### src/hw/flic_defs.svh
// register offsets, field positions, reset values and timing counts
// assumes byte addressing on a 32-bit AXI4-Lite register bus
`ifndef FLIC_DEFS_SVH
`define FLIC_DEFS_SVH
`define FLIC_OFS_TIMER_CTRL 8'h88
`define FLIC_OFS_FLAGS 8'h8C
`define FLIC_OFS_SRC_EN 8'hA8
`define FLIC_OFS_PRIO_LO 8'hB8
`define FLIC_OFS_PRIO_HI 8'hBC
`define FLIC_OFS_STATUS 8'hC0
`define FLIC_CLK_NS 25
`define FLIC_MC_NS 300
`define FLIC_MC_DIV ((`FLIC_MC_NS + `FLIC_CLK_NS - 1) / `FLIC_CLK_NS)
`define FLIC_NSRC 6
`define FLIC_NFLAG 8
`define FLIC_GLOBAL_BIT 7
`define FLIC_RST_BYTE 8'h00
`define FLIC_RESP_OKAY 2'b00
`define FLIC_RESP_SLVERR 2'b10
`endif

### src/hw/flic_pkg.sv
// types shared by the interrupt controller modules
// assumes flic_defs.svh is on the include path
package flic_pkg;
   typedef logic [1:0] flic_level_t;
   typedef logic [2:0] flic_index_t;
   typedef enum logic [2:0] {
      SEL_NONE, SEL_TCTRL, SEL_FLAGS, SEL_EN, SEL_PLO, SEL_PHI, SEL_STAT
   } flic_sel_e;
   typedef enum {AW_IDLE, AW_RESP} flic_wstate_e;
endpackage

### src/hw/flic_ext_flag.sv
// one external request flag: level or falling-edge capture of a pin
// assumes i_tick is a one-clock machine-cycle pulse
`timescale 1ns/100ps
`default_nettype none
module flic_ext_flag
   import flic_pkg::*;
(
   input wire logic i_clk,       // clock
   input wire logic i_arst_n,    // async reset
   input wire logic i_tick,      // sample phase pulse
   input wire logic i_pin_n,     // request pin, low active
   input wire logic i_edge_mode, // 1 edge, 0 level
   input wire logic i_sw_we,     // software write strobe
   input wire logic i_sw_val,    // software write value
   input wire logic i_ack_clr,   // vectored clear
   output logic o_flag           // request flag
);
   logic pin_q_ff;
   logic flag_ff;

   always_ff @(posedge i_clk or negedge i_arst_n) begin
      if (!i_arst_n) begin
         pin_q_ff <= 1'b1;
      end else if (i_tick) begin
         pin_q_ff <= i_pin_n;
      end
   end

   always_ff @(posedge i_clk or negedge i_arst_n) begin
      if (!i_arst_n) begin
         flag_ff <= 1'b0;
      end else if (!i_edge_mode && i_tick) begin
         flag_ff <= ~i_pin_n;
      end else if (i_edge_mode && i_tick && pin_q_ff && !i_pin_n) begin
         flag_ff <= 1'b1; // set beats any clear
      end else if (i_sw_we) begin
         flag_ff <= i_sw_val;
      end else if (i_edge_mode && i_ack_clr) begin
         flag_ff <= 1'b0; // only edge mode clears on vector
      end
   end

   assign o_flag = flag_ff;
endmodule
`default_nettype wire

### src/hw/flic_prio_sel.sv
// picks the winning request: highest level, then fixed polling order
// assumes index 0 is first in the polling order
`timescale 1ns/100ps
`default_nettype none
module flic_prio_sel
   import flic_pkg::*;
(
   input wire logic [5:0] i_req,     // enabled sampled requests
   input wire logic [5:0] i_plo,     // low priority bits
   input wire logic [5:0] i_phi,     // high priority bits
   output logic o_valid,             // some request pending
   output flic_index_t o_idx,        // winning source
   output flic_level_t o_lvl         // winning level
);
   always_comb begin
      o_valid = 1'b0;
      o_idx = 3'h0;
      o_lvl = 2'h0;
      // strict compare keeps the earliest source on a tie
      for (int i = 0; i < 6; i++) begin
         if (i_req[i] && (!o_valid || {i_phi[i], i_plo[i]} > o_lvl)) begin
            o_valid = 1'b1;
            o_idx = 3'(i);
            o_lvl = {i_phi[i], i_plo[i]};
         end
      end
   end
endmodule
`default_nettype wire

### src/hw/flic_top.sv
// four-level interrupt controller with AXI4-Lite register access
// assumes the core reports instruction end and return-from-handler
//
// Operation
// - six sources: two external pins, timer 0, timer 1, serial, timer 2
// - each external input selects level or edge mode by its own bit
// - vectoring clears an external flag only in edge mode
// - in level mode the external flag follows the pin
// - timer 0/1 flags set on rollover, cleared when vectored
// - serial request is receive OR transmit done, never cleared by hardware
// - software writes set or clear flags just like hardware
// - per-source enable bits plus a global enable bit
// - two priority bits per source give four levels
// - preemption only by strictly higher level; level 3 never preempted
// - among different levels the higher level wins
// - equal-level ties use the fixed polling order
// - flags sampled each machine cycle, polled in the next
// - no vector while equal or higher level is in progress
// - vector only in the last cycle of the current instruction
// - after return or enable/priority write, one more instruction runs
// - blocked requests are not remembered; each poll uses fresh samples
// - low priority register holds bits 5..0, bits 7..6 unused
// - high priority register uses the same bit positions
// - select 0 means low level, 1 means high then low sample
// - return-from-handler ends the current in-progress level unless an accept falls in the same cycle
//
// The AXI4-Lite slave port was chosen for this implementation.
`timescale 1ns/100ps
`default_nettype none
`include "flic_defs.svh"
module flic_top
   import flic_pkg::*;
(
   input wire logic I_CLOCK,          // 40 MHz clock
   input wire logic I_ARST_N,         // async reset, low active
   input wire logic I_EXT0_REQ_N,     // external request 0 pin
   input wire logic I_EXT1_REQ_N,     // external request 1 pin
   input wire logic I_TIMER0_ROLL,    // timer 0 rollover pulse
   input wire logic I_TIMER1_ROLL,    // timer 1 rollover pulse
   input wire logic I_RX_DONE,        // receive done pulse
   input wire logic I_TX_DONE,        // transmit done pulse
   input wire logic I_T2_OVF,         // timer 2 overflow pulse
   input wire logic I_T2_EXT,         // timer 2 external pulse
   input wire logic I_INSN_LAST,      // current cycle ends instruction
   input wire logic I_RETURN,         // return-from-handler pulse
   output logic O_VEC_CALL,           // vector call pulse
   output logic [2:0] O_VEC_INDEX,    // vectored source
   output logic [3:0] O_IN_PROGRESS,  // busy levels
   output logic O_SAMPLE_PHASE,       // machine-cycle tick
   input wire logic [7:0] S_AXI_AWADDR,  // write address
   input wire logic S_AXI_AWVALID,       // write address valid
   output logic S_AXI_AWREADY,           // write address ready
   input wire logic [31:0] S_AXI_WDATA,  // write data
   input wire logic [3:0] S_AXI_WSTRB,   // byte strobes
   input wire logic S_AXI_WVALID,        // write data valid
   output logic S_AXI_WREADY,            // write data ready
   output logic [1:0] S_AXI_BRESP,       // write response
   output logic S_AXI_BVALID,            // write response valid
   input wire logic S_AXI_BREADY,        // write response ready
   input wire logic [7:0] S_AXI_ARADDR,  // read address
   input wire logic S_AXI_ARVALID,       // read address valid
   output logic S_AXI_ARREADY,           // read address ready
   output logic [31:0] S_AXI_RDATA,      // read data
   output logic [1:0] S_AXI_RRESP,       // read response
   output logic S_AXI_RVALID,            // read data valid
   input wire logic S_AXI_RREADY         // read data ready
);
   // ------------------------------------------------------------
   // decode helpers
   // ------------------------------------------------------------
   function automatic flic_sel_e reg_sel(input logic [7:0] addr);
      case (addr)
         `FLIC_OFS_TIMER_CTRL: reg_sel = SEL_TCTRL;
         `FLIC_OFS_FLAGS: reg_sel = SEL_FLAGS;
         `FLIC_OFS_SRC_EN: reg_sel = SEL_EN;
         `FLIC_OFS_PRIO_LO: reg_sel = SEL_PLO;
         `FLIC_OFS_PRIO_HI: reg_sel = SEL_PHI;
         `FLIC_OFS_STATUS: reg_sel = SEL_STAT;
         default: reg_sel = SEL_NONE;
      endcase
   endfunction

   // highest busy level, valid bit on top
   function automatic logic [2:0] top_busy(input logic [3:0] busy);
      top_busy = 3'h0;
      for (int i = 0; i < 4; i++) begin
         if (busy[i]) begin
            top_busy = {1'b1, 2'(i)};
         end
      end
   endfunction

   // ------------------------------------------------------------
   // machine-cycle divider
   // ------------------------------------------------------------
   logic [4:0] div_cnt_ff;
   logic tick_ff;

   always_ff @(posedge I_CLOCK or negedge I_ARST_N) begin
      if (!I_ARST_N) begin
         div_cnt_ff <= 5'h0;
         tick_ff <= 1'b0;
      end else if (div_cnt_ff == 5'(`FLIC_MC_DIV - 1)) begin
         div_cnt_ff <= 5'h0;
         tick_ff <= 1'b1;
      end else begin
         div_cnt_ff <= div_cnt_ff + 5'h1;
         tick_ff <= 1'b0;
      end
   end

   // ------------------------------------------------------------
   // AXI4-Lite slave
   // ------------------------------------------------------------
   logic awready_ff, wready_ff, bvalid_ff, arready_ff, rvalid_ff;
   logic [1:0] bresp_ff, rresp_ff;
   logic [31:0] rdata_ff;
   logic [7:0] awaddr_ff;
   logic [7:0] wdata_ff;
   logic wstrb0_ff;
   logic aw_have_ff, w_have_ff;
   flic_wstate_e wstate_ff;
   logic wr_do;
   flic_sel_e wr_sel;
   logic [7:0] tctrl_ff, en_ff, plo_ff, phi_ff;
   logic [7:0] flags;
   logic [3:0] busy_ff;
   flic_index_t last_idx_ff;

   assign wr_do = (wstate_ff == AW_IDLE) && aw_have_ff && w_have_ff;
   assign wr_sel = reg_sel(awaddr_ff);

   always_ff @(posedge I_CLOCK or negedge I_ARST_N) begin
      if (!I_ARST_N) begin
         awready_ff <= 1'b1;
         wready_ff <= 1'b1;
         aw_have_ff <= 1'b0;
         w_have_ff <= 1'b0;
         awaddr_ff <= 8'h00;
         wdata_ff <= 8'h00;
         wstrb0_ff <= 1'b0;
         bvalid_ff <= 1'b0;
         bresp_ff <= `FLIC_RESP_OKAY;
         wstate_ff <= AW_IDLE;
      end else begin
         case (wstate_ff)
            AW_IDLE: begin
               if (S_AXI_AWVALID && awready_ff) begin
                  awaddr_ff <= S_AXI_AWADDR;
                  aw_have_ff <= 1'b1;
                  awready_ff <= 1'b0;
               end
               if (S_AXI_WVALID && wready_ff) begin
                  wdata_ff <= S_AXI_WDATA[7:0];
                  wstrb0_ff <= S_AXI_WSTRB[0];
                  w_have_ff <= 1'b1;
                  wready_ff <= 1'b0;
               end
               if (wr_do) begin
                  bvalid_ff <= 1'b1;
                  bresp_ff <= (wr_sel == SEL_NONE) ? `FLIC_RESP_SLVERR : `FLIC_RESP_OKAY;
                  wstate_ff <= AW_RESP;
               end
            end
            AW_RESP: begin
               if (S_AXI_BREADY) begin
                  bvalid_ff <= 1'b0;
                  aw_have_ff <= 1'b0;
                  w_have_ff <= 1'b0;
                  awready_ff <= 1'b1;
                  wready_ff <= 1'b1;
                  wstate_ff <= AW_IDLE;
               end
            end
            default: wstate_ff <= AW_IDLE;
         endcase
      end
   end

   logic wr_byte;
   assign wr_byte = wr_do && wstrb0_ff;

   always_ff @(posedge I_CLOCK or negedge I_ARST_N) begin
      if (!I_ARST_N) begin
         arready_ff <= 1'b1;
         rvalid_ff <= 1'b0;
         rdata_ff <= 32'h0000_0000;
         rresp_ff <= `FLIC_RESP_OKAY;
      end else if (rvalid_ff) begin
         if (S_AXI_RREADY) begin
            rvalid_ff <= 1'b0;
            arready_ff <= 1'b1;
         end
      end else if (S_AXI_ARVALID && arready_ff) begin
         arready_ff <= 1'b0;
         rvalid_ff <= 1'b1;
         rresp_ff <= `FLIC_RESP_OKAY;
         case (reg_sel(S_AXI_ARADDR))
            SEL_TCTRL: rdata_ff <= {24'h00_0000, tctrl_ff};
            SEL_FLAGS: rdata_ff <= {24'h00_0000, flags};
            SEL_EN: rdata_ff <= {24'h00_0000, en_ff};
            SEL_PLO: rdata_ff <= {24'h00_0000, plo_ff};
            SEL_PHI: rdata_ff <= {24'h00_0000, phi_ff};
            SEL_STAT: rdata_ff <= {25'h000_0000, last_idx_ff, busy_ff};
            default: begin
               rdata_ff <= 32'h0000_0000;
               rresp_ff <= `FLIC_RESP_SLVERR;
            end
         endcase
      end
   end

   // ------------------------------------------------------------
   // configuration registers
   // ------------------------------------------------------------
   always_ff @(posedge I_CLOCK or negedge I_ARST_N) begin
      if (!I_ARST_N) begin
         tctrl_ff <= `FLIC_RST_BYTE;
         en_ff <= `FLIC_RST_BYTE;
         plo_ff <= `FLIC_RST_BYTE;
         phi_ff <= `FLIC_RST_BYTE;
      end else if (wr_byte) begin
         case (wr_sel)
            SEL_TCTRL: tctrl_ff <= {6'h00, wdata_ff[1:0]};
            SEL_EN: en_ff <= {wdata_ff[7], 1'b0, wdata_ff[5:0]};
            // bits 7..6 store nothing, writing ones there has no effect
            SEL_PLO: plo_ff <= {2'h0, wdata_ff[5:0]};
            SEL_PHI: phi_ff <= {2'h0, wdata_ff[5:0]};
            default: ;
         endcase
      end
   end

   // ------------------------------------------------------------
   // request flags
   // ------------------------------------------------------------
   // flag bits: 0 ext0, 1 timer0, 2 ext1, 3 timer1, 4 rx, 5 tx,
   // 6 timer2 overflow, 7 timer2 external
   logic flag_we;
   logic accept;
   flic_index_t win_idx;
   logic [7:0] hw_set;
   logic [7:0] ack_clr;

   assign flag_we = wr_byte && (wr_sel == SEL_FLAGS);
   assign hw_set = {I_T2_EXT, I_T2_OVF, I_TX_DONE, I_RX_DONE,
                    I_TIMER1_ROLL, 1'b0, I_TIMER0_ROLL, 1'b0};
   // serial and timer 2 flags stay set for software
   assign ack_clr = {4'h0, accept && win_idx == 3'h3, accept && win_idx == 3'h2,
                     accept && win_idx == 3'h1, accept && win_idx == 3'h0};

   flic_ext_flag u_ext0 (
      .i_clk(I_CLOCK),
      .i_arst_n(I_ARST_N),
      .i_tick(tick_ff),
      .i_pin_n(I_EXT0_REQ_N),
      .i_edge_mode(tctrl_ff[0]),
      .i_sw_we(flag_we),
      .i_sw_val(wdata_ff[0]),
      .i_ack_clr(ack_clr[0]),
      .o_flag(flags[0])
   );

   flic_ext_flag u_ext1 (
      .i_clk(I_CLOCK),
      .i_arst_n(I_ARST_N),
      .i_tick(tick_ff),
      .i_pin_n(I_EXT1_REQ_N),
      .i_edge_mode(tctrl_ff[1]),
      .i_sw_we(flag_we),
      .i_sw_val(wdata_ff[2]),
      .i_ack_clr(ack_clr[2]),
      .o_flag(flags[2])
   );

   for (genvar g = 1; g < `FLIC_NFLAG; g++) begin : g_flag
      if (g != 2) begin : g_int
         logic f_ff;
         always_ff @(posedge I_CLOCK or negedge I_ARST_N) begin
            if (!I_ARST_N) begin
               f_ff <= 1'b0;
            end else if (hw_set[g]) begin
               f_ff <= 1'b1; // set wins over any clear
            end else if (flag_we) begin
               f_ff <= wdata_ff[g];
            end else if (ack_clr[g]) begin
               f_ff <= 1'b0;
            end
         end
         assign flags[g] = f_ff;
      end
   end

   // ------------------------------------------------------------
   // sampling, polling and vectoring
   // ------------------------------------------------------------
   logic [5:0] smp_ff;
   logic [5:0] req;
   logic win_valid;
   flic_level_t win_lvl;
   logic [2:0] busy_top;
   logic block_ff;
   logic vec_ff;

   // six sources in polling order
   always_ff @(posedge I_CLOCK or negedge I_ARST_N) begin
      if (!I_ARST_N) begin
         smp_ff <= 6'h00;
      end else if (tick_ff) begin
         // overwritten every cycle, nothing from a blocked poll lingers
         smp_ff <= {flags[6] | flags[7], flags[4] | flags[5], flags[3:0]};
      end
   end

   assign req = smp_ff & en_ff[5:0] & {6{en_ff[`FLIC_GLOBAL_BIT]}};
   assign busy_top = top_busy(busy_ff);

   flic_prio_sel u_sel (
      .i_req(req),
      .i_plo(plo_ff[5:0]),
      .i_phi(phi_ff[5:0]),
      .o_valid(win_valid),
      .o_idx(win_idx),
      .o_lvl(win_lvl)
   );

   // level 3 can never exceed a busy level 3
   assign accept = tick_ff && win_valid && I_INSN_LAST && !block_ff
                   && (!busy_top[2] || win_lvl > busy_top[1:0]);

   // holds off vectoring until one more instruction has ended
   always_ff @(posedge I_CLOCK or negedge I_ARST_N) begin
      if (!I_ARST_N) begin
         block_ff <= 1'b0;
      end else if (I_RETURN || (wr_do && (wr_sel == SEL_EN || wr_sel == SEL_PLO
                                          || wr_sel == SEL_PHI))) begin
         block_ff <= 1'b1;
      end else if (tick_ff && I_INSN_LAST) begin
         block_ff <= 1'b0;
      end
   end

   always_ff @(posedge I_CLOCK or negedge I_ARST_N) begin
      if (!I_ARST_N) begin
         busy_ff <= 4'h0;
      end else if (accept) begin
         busy_ff[win_lvl] <= 1'b1;
      end else if (I_RETURN && busy_top[2]) begin
         busy_ff[busy_top[1:0]] <= 1'b0;
      end
   end

   always_ff @(posedge I_CLOCK or negedge I_ARST_N) begin
      if (!I_ARST_N) begin
         vec_ff <= 1'b0;
         last_idx_ff <= 3'h0;
      end else begin
         vec_ff <= accept;
         if (accept) begin
            last_idx_ff <= win_idx;
         end
      end
   end

   // ------------------------------------------------------------
   // outputs
   // ------------------------------------------------------------
   assign O_VEC_CALL = vec_ff;
   assign O_VEC_INDEX = last_idx_ff;
   assign O_IN_PROGRESS = busy_ff;
   assign O_SAMPLE_PHASE = tick_ff;
   assign S_AXI_AWREADY = awready_ff;
   assign S_AXI_WREADY = wready_ff;
   assign S_AXI_BVALID = bvalid_ff;
   assign S_AXI_BRESP = bresp_ff;
   assign S_AXI_ARREADY = arready_ff;
   assign S_AXI_RVALID = rvalid_ff;
   assign S_AXI_RDATA = rdata_ff;
   assign S_AXI_RRESP = rresp_ff;
endmodule
`default_nettype wire

### config.mk
export PLATFORM = sky130hd
export DESIGN_NAME = flic_top
export DESIGN_NICKNAME = d
export VERILOG_FILES = /design/src/hw/flic_pkg.sv /design/src/hw/flic_ext_flag.sv /design/src/hw/flic_prio_sel.sv /design/src/hw/flic_top.sv
export VERILOG_INCLUDE_DIRS = /design/src /design/src/hw
export SDC_FILE = /design/constraint.sdc
export NUM_CORES = 1
export LEC_CHECK = 0
export BUFFER_PORTS_ARGS = -buffer_cell sky130_fd_sc_hd__buf_2
export CORE_MARGIN = 2
export CORE_UTILIZATION = 32
export DETAILED_ROUTE_END_ITERATION = 16
export PLACE_DENSITY_LB_ADDON = 0.08
export SLEW_MARGIN = 20
export SYNTH_ARGS = -nofsm -noshare
export SYNTH_HDL_FRONTEND = slang
export SYNTH_SLANG_ARGS = --single-unit
### constraint.sdc
create_clock -name I_CLOCK -period 10.2 [get_ports I_CLOCK]
set_clock_uncertainty 0.1 [all_clocks]
set_input_delay 0.51 -clock I_CLOCK [delete_from_list [all_inputs] [get_ports I_CLOCK]]
set_output_delay 0.51 -clock I_CLOCK [all_outputs]
set_load 0.01 [all_outputs]
==> flow_summary.json <==
{
  "io_pins": 119,
  "synth-main-ff-cell": "dfrtp_1",
  "clk_latency_ns": 0.35,
  "ys_seq_area_share_pct": 46.7,
  "p_leak_nw": 2.45,
  "period_share_pct": 88.0,
  "core_area_sq_um": 14000,
  "crit_fanout": 9,
  "grt_pass1_vias": 3350,
  "crit_path_frequent_cell": "ha_1",
  "cts_buffer_depth": 2,
  "wire_per_inst_microns": 17.2,
  "worst_ep_required_time_ns": 10.32,
  "r2r_start": "en_ff[7]$_DFFE_PN0P_",
  "grt_max_degree": 45,
  "wl_met1_mm": 5.62,
  "fin_cells": 692,
  "wl_met2_mm": 5.47,
  "first_iter_violations": 162,
  "dieArea_sq_um": 15400,
  "path_clk_slew_ns": 0.06,
  "ant_nets": 0,
  "drt-total-wl_mm": 11.9,
  "dieHeight_microns": 124,
  "postCtsSetupBuffers": 0,
  "async_flop_share_pct": 100,
  "overflow": 0,
  "peakVddDrop_mv": 0.117,
  "rows": 43,
  "cp_slowest_cell": "dfrtp_1",
  "end_kind": "flip-flop",
  "dr.pass1.iters": 4,
  "p_per_area_nw_per_um2": 178,
  "routed.top_layer": "met4",
  "cts_root_buf": "clkbuf_16",
  "timing.hold.ws_ns": 0.0546,
  "yosys.area.top_type": "dfrtp_1",
  "yosys_warnings": 0,
  "yosysUniqueCellTypes": 75,
  "worst_slew_pin_slew_ns": 1.01,
  "start_kind": "flip-flop",
  "syn-cell-area_sq_um": 4620,
  "slew_viol_final": 0,
  "cts_sinks": 86,
  "crit_arrival_ns": 9.09,
  "vias_per_cell": 4.99,
  "syn_area_per_cell_sq_um": 10.5,
  "drive_gt1_share_pct": 29.5,
  "rrSetupSlack_ns": 1.23,
  "synth_top_area_share_pct": 43.9,
  "route.detailed.drc": 0,
  "synth_edf_count": 0,
  "rsz0062_at_grt": "false",
  "synth-seq-cells": 86,
  "numPlacedInstances": 676,
  "postLayoutCoreUtil_pct": 38.3,
  "yosysMostFrequentCell": "dfrtp_1",
  "maxCapViolCount": 0,
  "synth_top_family_by_area": "compound AO/OA/AOI/OAI gates",
  "initial_core_util_pct": 33.0,
  "fin_tns_setup_ns": 0,
  "synth_xor_area_share_pct": 0.758,
  "max_freq_mhz": 111,
  "yosys.area_share.adder_pct": 3.52,
  "grt.total_usage_pct": 16.6,
  "nFillCells": 1432,
  "synth_area_leaders": "dfrtp_1 44%, mux2_2 8.8%, nand2_1 4.5%",
  "setup_violations": 0,
  "hold_violations": 0,
  "grt_pass1_wl_mm": 18.7,
  "chipWidth_microns": 124,
  "htreeDepth": 3,
  "crit_type": "flip-flop to flip-flop",
  "synthTopCellsByCount": "81 x dfrtp_1, 55 x nand2_1, 36 x mux2_2",
  "via_count": 3454,
  "cts_buffers": 9,
  "port_buffers": 65,
  "syn_inst": 438,
  "antenna_cells": 0,
  "post_synth_mux_area_share_pct": 8.99,
  "dp_hpwl_mm": 9.01,
  "hold_class": "primary input to async pin",
  "layout_min_cycle_time_ns": 8.97,
  "r2r-end": "g_flag[3].g_int.f_ff$_DFFE_PN0P_",
  "synth_compound_area_share_pct": 18.9,
  "holdBufCountCts": 0,
  "cts_resized": 0,
  "areaGrowthSynthToFinish_pct": 15.8,
  "grt_antenna_before_repair": 0,
  "worst_path_largest_cell_delay_ns": 0.50,
  "cts_tree": "yes",
  "final_nets": 589,
  "maxSlewHeadroom_pct": 32.1,
  "reg2reg_depth": 39,
  "run_status": "completed",
  "gp_congestion": 0.824,
  "synthSimpleGateAreaFrac_pct": 14.7,
  "wl_met3_microns": 630
}
report_power, final:
part	switching (mW)	internal [mW]	total, mW
Clock	0.133	0.192	0.325
Sequential	0.0722	0.402	0.474
Combinational	0.0757	0.0780	0.154
metal layers:
layer,vias to the layer above,GRT usage [%]
li1,1666,-
met1,1688,22.7
met2,87,25.0
met3,13,4.90
met4,0,5.62
met5,-,0
logic make-up after synthesis:
logic type / Yosys count
xor+xnor: 4
fa+ha+maj: 13
buf+inv: 52
compound gates: 108
other cells: 1
simple gates: 137
flops: 86
mux: 37
worst max-delay path, delay by kind of cell (launching register included):
kind,cells,cell delay [ns]
and+or+nand+nor,12,1.75
DFF,1,0.50
muxes,1,0.24
adders and majority gates,6,1.73
AOI/OAI and AO/OA,19,4.26
buffers and inverters,1,0.25
layout by cell type, fill, tap and decap left out, drive strengths merged, types with 4 or more instances in the layout:
cell type and count:
a22o 13, dfrtp 81, clkbuf 14, inv 18
o21ai 32, and2 5, nor3 4, nor2b 13
and3 4, a22oi 8, nand3 11, nand2 56
o31ai 5, buf 67, a211oi 7, nor2 26
mux2 36, a222oi 6, o21a 5, a21oi 12
dfstp 5, conb 26, ha 13, nand3b 5
stage by stage:
step / cell area (sq um) / worst slack, ns / power [mW]
6_report: 5350 / 1.23 / 0.953
5_1_grt: 5350 / 0.530 / 1.01
4_1_cts: 5350 / 1.20 / 0.971
3_5_place_dp: 5050 / 1.27 / 0.637
3_3_place_gp: 5050 / 1.25 / 0.632
2_1_floorplan: 4710 / 2.43 / 0.573
how the worst max path moves through the flow:
stage                         start                               end  slack, ns  cells after the start
5_1_grt        en_ff[7]$_DFFE_PN0P_  g_flag[3].g_int.f_ff$_DFFE_PN0P_       0.53                     40
6_report       en_ff[7]$_DFFE_PN0P_  g_flag[3].g_int.f_ff$_DFFE_PN0P_       1.23                     39
2_1_floorplan  en_ff[7]$_DFFE_PN0P_  g_flag[3].g_int.f_ff$_DFFE_PN0P_       2.43                     39
3_3_place_gp   en_ff[7]$_DFFE_PN0P_  g_flag[3].g_int.f_ff$_DFFE_PN0P_       1.25                     39
3_5_place_dp   en_ff[7]$_DFFE_PN0P_  g_flag[3].g_int.f_ff$_DFFE_PN0P_       1.27                     39
4_1_cts        en_ff[7]$_DFFE_PN0P_  g_flag[3].g_int.f_ff$_DFFE_PN0P_       1.20                     39
state kept, by name, summed over array words and instances, names as in the netlist, 2 cells and up:
name / count
S_AXI_RDATA: 8
awaddr_ff: 8
wdata_ff: 8
en_ff: 7
g_flag.g_int.f_ff: 6
phi_ff: 6
plo_ff: 6
smp_ff: 6
div_cnt_ff: 5
O_IN_PROGRESS: 4
O_VEC_INDEX: 3
tctrl_ff: 2
final cells by class:
| class | count | area, sq um | share of cell area, % |
|---|---|---|---|
| clock buffer | 14 | 284 | 5.31 |
| inverter | 18 | 67.6 | 1.26 |
| multi-input combinational | 325 | 2260 | 42.2 |
| sequential | 86 | 2160 | 40.3 |
| timing repair buffer | 67 | 343 | 6.41 |
| clock inverter | 2 | 13.8 | 0.257 |
| tap | 180 | 225 | 4.21 |
Note: power is estimated with default switching activity, not from simulation.
